--- config.mk ---
export PLATFORM = sky130hd
export DESIGN_NAME = sri_unit
export DESIGN_NICKNAME = d
export VERILOG_FILES = /design/src/inc/sri_pkg.sv /design/src/logic/sri_unit.sv
export SDC_FILE = /design/constraint.sdc
export NUM_CORES = 1
export LEC_CHECK = 0
export BUFFER_PORTS_ARGS = -buffer_cell sky130_fd_sc_hd__buf_4
export CELL_PAD_IN_SITES_DETAIL_PLACEMENT = 0
export CELL_PAD_IN_SITES_GLOBAL_PLACEMENT = 1
export CORE_UTILIZATION = 37
export DETAILED_ROUTE_END_ITERATION = 7
export PLACE_DENSITY = 0.84
export SLEW_MARGIN = 40
export SYNTH_ARGS = -nofsm -noshare
export SYNTH_HDL_FRONTEND = slang
export SYNTH_SLANG_ARGS = --single-unit
--- constraint.sdc ---
create_clock -name clk_sys -period 2.4 [get_ports clk_sys]
set_input_delay 0.48 -clock clk_sys [delete_from_list [all_inputs] [get_ports clk_sys]]
set_output_delay 0.48 -clock clk_sys [all_outputs]
set_load 0.1 [all_outputs]
--- src/inc/sri_pkg.sv ---
// Purpose: Shared types and constants for the soft reset / interrupt return unit
// Assumes: 8-bit data path, 21-bit program counter
// Notes: Quarter phases and states are Gray coded
`default_nettype none
package sri_pkg;
  localparam int PC_W = 21;
  localparam int DATA_W = 8;
  localparam int HOLD_W = 8;
  localparam logic [HOLD_W-1:0] HOLD_RESET = 8'h00;
  localparam logic [PC_W-1:0] PC_RESET = 21'h000000;
  localparam logic [DATA_W-1:0] DATA_RESET = 8'h00;
  localparam int SOFT_RESET_CYCLES_DEF = 4;

  typedef enum logic [1:0] {
    PH_Q1 = 2'h0,
    PH_Q2 = 2'h1,
    PH_Q3 = 2'h3,
    PH_Q4 = 2'h2
  } sri_phase_t;

  typedef enum logic [1:0] {
    ST_IDLE = 2'h0,
    ST_RFI_C1 = 2'h1,
    ST_RFI_C2 = 2'h3,
    ST_RESET = 2'h2
  } sri_fsm_t;

  typedef enum logic [1:0] {
    OP_NONE = 2'h0,
    OP_SOFT_RESET = 2'h1,
    OP_RETURN_INT = 2'h2
  } sri_op_t;

  typedef struct packed {
    logic [DATA_W-1:0] working;
    logic [DATA_W-1:0] flags;
    logic [DATA_W-1:0] bank_select;
  } sri_regs_t;

  localparam sri_regs_t REGS_RESET = '{working: DATA_RESET, flags: DATA_RESET, bank_select: DATA_RESET};

  typedef struct packed {
    sri_phase_t phase;
    sri_fsm_t st;
    logic restore_sel;
    logic high_sel;
    logic [HOLD_W-1:0] hold;
    logic instr_ready;
    logic pc_load;
    logic [PC_W-1:0] pc_value;
    logic stack_pop;
    logic high_en_set;
    logic low_en_set;
    logic restore_valid;
    sri_regs_t restore_data;
    logic core_reset_n;
  } sri_state_t;

  localparam sri_state_t STATE_RESET = '{
    phase: PH_Q1, st: ST_IDLE, restore_sel: 1'b0, high_sel: 1'b0, hold: HOLD_RESET,
    instr_ready: 1'b0, pc_load: 1'b0, pc_value: PC_RESET, stack_pop: 1'b0,
    high_en_set: 1'b0, low_en_set: 1'b0, restore_valid: 1'b0, restore_data: REGS_RESET,
    core_reset_n: 1'b0};
endpackage
`default_nettype wire

--- src/logic/sri_unit.sv ---
// Purpose: Executes the software reset and return-from-interrupt instructions
// Assumes: Inputs synchronous to clk_sys; one quarter phase per clock
// Notes: core_reset_n is the common reset path for pin and software
//
// How it works
// RULE1: Software reset restores all reset values
// RULE2: Software reset drives the master-clear reset path
// RULE3: Return loads PC from stack, sets enable
// RULE4: Shadow select restores working, flags, bank
// RULE5: PC latches never written by return
// RULE6: Reset one cycle from Q2; return two cycles
`default_nettype none
module sri_unit
  import sri_pkg::*;
#(
  parameter int SOFT_RESET_CYCLES = SOFT_RESET_CYCLES_DEF
) (
  input wire logic clk_sys,
  input wire logic resetn,
  input wire logic instr_valid,
  input wire sri_pkg::sri_op_t instr_op,
  input wire logic instr_shadow_sel,
  input wire logic irq_priority_mode,
  input wire logic irq_high_active,
  input wire logic [sri_pkg::PC_W-1:0] return_stack_top,
  input wire sri_pkg::sri_regs_t shadow_regs,
  output sri_pkg::sri_phase_t quarter_phase,
  output logic instr_ready,
  output logic pc_load,
  output logic [sri_pkg::PC_W-1:0] pc_value,
  output logic stack_pop,
  output logic global_high_irq_enable_set,
  output logic peripheral_low_irq_enable_set,
  output logic restore_valid,
  output sri_pkg::sri_regs_t restore_data,
  output logic core_reset_n
);
  import sri_pkg::*;

  if (SOFT_RESET_CYCLES < 1 || SOFT_RESET_CYCLES > 255) begin : bad_reset_cycles
    $error("SOFT_RESET_CYCLES must be 1..255");
  end

  localparam logic [HOLD_W-1:0] HOLD_LOAD = HOLD_W'(SOFT_RESET_CYCLES - 1);

  logic rst_meta;
  logic rst_sync;
  sri_state_t s;
  sri_state_t next_s;
  logic accept;

  // Reset release synchroniser
  always_ff @(posedge clk_sys or negedge resetn) begin
    if (!resetn) begin
      rst_meta <= 1'b0;
      rst_sync <= 1'b0;
    end else begin
      rst_meta <= 1'b1;
      rst_sync <= rst_meta;
    end
  end

  assign accept = instr_valid && s.st == ST_IDLE && s.phase == PH_Q1 && s.core_reset_n;

  always_comb begin
    next_s = s;
    next_s.pc_load = 1'b0;
    next_s.stack_pop = 1'b0;
    next_s.high_en_set = 1'b0;
    next_s.low_en_set = 1'b0;
    next_s.restore_valid = 1'b0;
    case (s.phase)
      PH_Q1: next_s.phase = PH_Q2;
      PH_Q2: next_s.phase = PH_Q3;
      PH_Q3: next_s.phase = PH_Q4;
      default: next_s.phase = PH_Q1;
    endcase
    case (s.st)
      ST_IDLE: begin
        next_s.core_reset_n = 1'b1; // RULE2
        if (accept && instr_op == OP_SOFT_RESET) begin
          next_s.st = ST_RESET;
        end else if (accept && instr_op == OP_RETURN_INT) begin
          next_s.st = ST_RFI_C1;
          next_s.restore_sel = instr_shadow_sel;
          next_s.high_sel = !irq_priority_mode || irq_high_active;
        end
      end
      ST_RESET: begin
        if (s.core_reset_n && s.phase == PH_Q2) begin
          next_s.core_reset_n = 1'b0; // RULE2 RULE6
          next_s.hold = HOLD_LOAD;
        end else if (!s.core_reset_n) begin
          if (s.hold != HOLD_RESET) begin
            next_s.hold = s.hold - 8'h01;
          end else begin
            next_s = STATE_RESET; // RULE1
            next_s.core_reset_n = 1'b1;
          end
        end
      end
      ST_RFI_C1: begin
        if (s.phase == PH_Q4) begin
          next_s.st = ST_RFI_C2;
          next_s.pc_load = 1'b1; // RULE3
          next_s.pc_value = return_stack_top; // RULE3 RULE5
          next_s.stack_pop = 1'b1; // RULE3
          next_s.high_en_set = s.high_sel; // RULE3
          next_s.low_en_set = !s.high_sel; // RULE3
          next_s.restore_valid = s.restore_sel; // RULE4
          if (s.restore_sel) begin
            next_s.restore_data = shadow_regs; // RULE4
          end
        end
      end
      default: begin
        if (s.phase == PH_Q4) begin
          next_s.st = ST_IDLE; // RULE6
        end
      end
    endcase
    next_s.instr_ready = next_s.st == ST_IDLE && next_s.core_reset_n;
  end

  always_ff @(posedge clk_sys or negedge rst_sync) begin
    if (!rst_sync) begin
      s <= STATE_RESET;
    end else begin
      s <= next_s;
    end
  end

  // Marks the first edge after release, for the checks
  logic out_of_reset;
  always_ff @(posedge clk_sys or negedge rst_sync) begin
    if (!rst_sync) begin
      out_of_reset <= 1'b0;
    end else begin
      out_of_reset <= 1'b1;
    end
  end

  assign quarter_phase = s.phase;
  assign instr_ready = s.instr_ready;
  assign pc_load = s.pc_load;
  assign pc_value = s.pc_value;
  assign stack_pop = s.stack_pop;
  assign global_high_irq_enable_set = s.high_en_set;
  assign peripheral_low_irq_enable_set = s.low_en_set;
  assign restore_valid = s.restore_valid;
  assign restore_data = s.restore_data;
  assign core_reset_n = s.core_reset_n;

  logic first_done;
  always_ff @(posedge clk_sys or negedge rst_sync) begin
    if (!rst_sync) begin
      first_done <= 1'b0;
    end else begin
      first_done <= out_of_reset;
    end
  end

  // Counts cycles the core reset is held low
  logic [HOLD_W:0] low_count;
  always_ff @(posedge clk_sys or negedge rst_sync) begin
    if (!rst_sync) begin
      low_count <= '0;
    end else if (!s.core_reset_n) begin
      low_count <= low_count + (HOLD_W+1)'(1);
    end else begin
      low_count <= '0;
    end
  end
endmodule
`default_nettype wire

==> impl_metrics.json <==
{
  "outcome": "finished clean",
  "final_cells": 529,
  "synth_area_sq_mm": 0.00330,
  "track_usage_pct": 15.0,
  "drt_iter0_drc": 57,
  "area_growth_pct": 23.5,
  "vias_per_cell": 4.70,
  "crit_path_start": "s[54]$_DFFE_PN0P_",
  "critPathLaunchType": "register",
  "cts_buffers": 9,
  "max_freq_ghz": 0.449,
  "drv_slew": 0,
  "grt_max_degree": 49,
  "rsz0062_at_grt": "no",
  "crit_required_ps": 2620,
  "setup_viol": 0,
  "fp-row-count": 34,
  "cts.clk_slew.worst_paths_ps": 70,
  "finalHoldViolCount": 0,
  "yosys_warnings": 0,
  "root_buffer": "clkbuf_8",
  "drive_above_1_share_pct": 31.6,
  "drt-total-wl_um": 6850,
  "first_global_vias": 2289,
  "dpl.hpwl_um": 5010,
  "io-pin-count": 107,
  "worstSkewPairLatency_ps": 330,
  "reg2reg_to": "restore_data[13]$_DFFE_PN0P_",
  "timing.rr.start": "s[54]$_DFFE_PN0P_",
  "h-tree-depth": 3,
  "synth_edf_count": 0,
  "wl_per_cell_um": 12.9,
  "core_sq_mm": 0.00868,
  "worst_pin_slew_ps": 631,
  "start_util_pct": 38.0,
  "clock_sinks": 67,
  "synth_common_cells": "dfrtp_1 (67), buf_4 (48), o21ai_0 (48), nand2_1 (46), inv_1 (32)",
  "cts_tree": "yes",
  "path_class": "reg2reg",
  "synth_nets": 416,
  "fin_crit_sh_pct": 92.9,
  "synth.area.top_cells": "dfrtp_1 (51%), buf_4 (11%), o21ai_0 (7.3%), nand2_1 (5.2%), nand3_1 (3.9%)",
  "ys.flop_type": "dfrtp_1",
  "slew_headroom_pct": 57.9,
  "yosys_register_bits": 67,
  "ant_nets": 0,
  "worstSetupEndpointType": "register",
  "synth_cell_types": 42,
  "holdWs_ps": 295,
  "worstPathArrival_ps": 2440,
  "portBuffers": 106,
  "setup_tns_ps": 0,
  "dr.pass1.iters": 4,
  "ff2ff_path_depth": 6,
  "ff2ff_setup_slack_ps": 170,
  "grt_pass1_wl_um": 10600,
  "synth_top_area_share_pct": 50.8,
  "ctsLongestPathBuffers": 2,
  "async_flop_share_pct": 100,
  "crit_path_max_fanout": 48,
  "yosysMostFrequentCell": "dfrtp_1",
  "diodes": 0,
  "clock_skew_ps": 14.0,
  "hold_path_class": "reg2async",
  "dpl.cell_count": 513,
  "min_period_ps": 2230,
  "antenna_found_initial": 0,
  "synth_cells": 358,
  "final_nets": 475,
  "drc_errors": 0,
  "syn_avg_cell_area_sq_um": 9.22,
  "synth.largest_area_cell": "dfrtp_1",
  "fill_cells": 856,
  "ys_seq_area_share_pct": 50.8,
  "dieArea_sq_mm": 0.00931,
  "cap_violations": 0,
  "die_w_um": 96.5,
  "place_congestion": 0.829,
  "num_vias": 2486,
  "die_h_um": 96.5,
  "overflow": 0
}
-- stage by stage --
step                      setup WS [ps]  util [%]  instance area [sq um]
after floorplan                     206         -                   3300
after global placement              283      44.7                   3880
after detailed placement            213      44.7                   3880
after CTS                           198      47.0                   4080
after global routing               37.0      47.0                   4080
final                               170      47.0                   4080
-- worst max-delay path: stages, from the launching register on --
cell     delay [ps]
dfrtp_1         420
or4_4           580
o41a_1          440
nor3_4          230
buf_12          220
nand3_1          90
o21ai_0         120
-- worst max path at each step --
stage / end / slack [ps] / cells after the start
5_1_grt: restore_data[13]$_DFFE_PN0P_ / 40 / 6
3_3_place_gp: restore_data[3]$_DFFE_PN0P_ / 280 / 6
6_report: restore_data[13]$_DFFE_PN0P_ / 170 / 6
4_1_cts: restore_data[13]$_DFFE_PN0P_ / 200 / 6
3_5_place_dp: restore_data[13]$_DFFE_PN0P_ / 210 / 6
2_1_floorplan: s[60]$_DFFE_PN0P_ / 210 / 6
-- per-layer routing --
layer,wire [um],up-vias,share of wire (%),track usage [%]
met1,2990,1149,44,19.1
met4,52,0,0.76,5.88
met3,612,6,8.9,5.24
met2,3190,79,47,23.3
li1,-,1252,-,-
met5,0,-,0,0
-- placed cells by master (no fill, tap or decap), types with 3 or more instances in the layout --
cell	Yosys	final
nor2_1	11	11
xor2_1	3	3
clkbuf_8	0	10
o22ai_1	3	3
buf_12	0	3
ha_1	5	5
a21oi_1	4	4
nor3_1	3	3
nor2b_1	4	4
nand3_1	26	26
dfrtp_1	67	66
inv_1	32	32
nand2_1	46	46
buf_4	48	110
nand2b_1	3	3
o21ai_0	48	48
-- state kept, by name, summed over array words and instances (netlist names) --
name	cells
pc_load	1
global_high_irq_enable_set	1
core_reset_n	1
instr_ready	1
s	12
quarter_phase	2
restore_valid	1
rst_sync	1
restore_data	24
pc_value	21
rst_meta	1
peripheral_low_irq_enable_set	1
-- cells by family after synthesis --
group                      synth area share [%]
adders and majority gates                  1.89
and+or+nand+nor                            16.0
AOI/OAI and AO/OA                          12.6
xor gates and xnor gates                   1.33
other                                     0.114
DFF                                        50.8
buffers and inverters                      17.4
-- area by class of cell --
cell class	count	area, sq um	share of cell area, %
Tap cell	108	135	3.31
Clock inverter	3	40.0	0.982
Timing Repair Buffer	114	896	22.0
Clock buffer	12	145	3.56
Inverter	32	120	2.95
Multi-Input combinational cell	193	1060	26.1
Sequential cell	67	1680	41.1
-- repair_timing --
action / in CTS / in global routing
gates resized for setup: 0 / 0
buffers inserted: 0 / 0
hold buffers: 1 / 0
hold endpoints to repair: 2 / 0
Power is not shown: default switching activity piles up to over one toggle a cycle in this logic, so the estimate is an artifact.
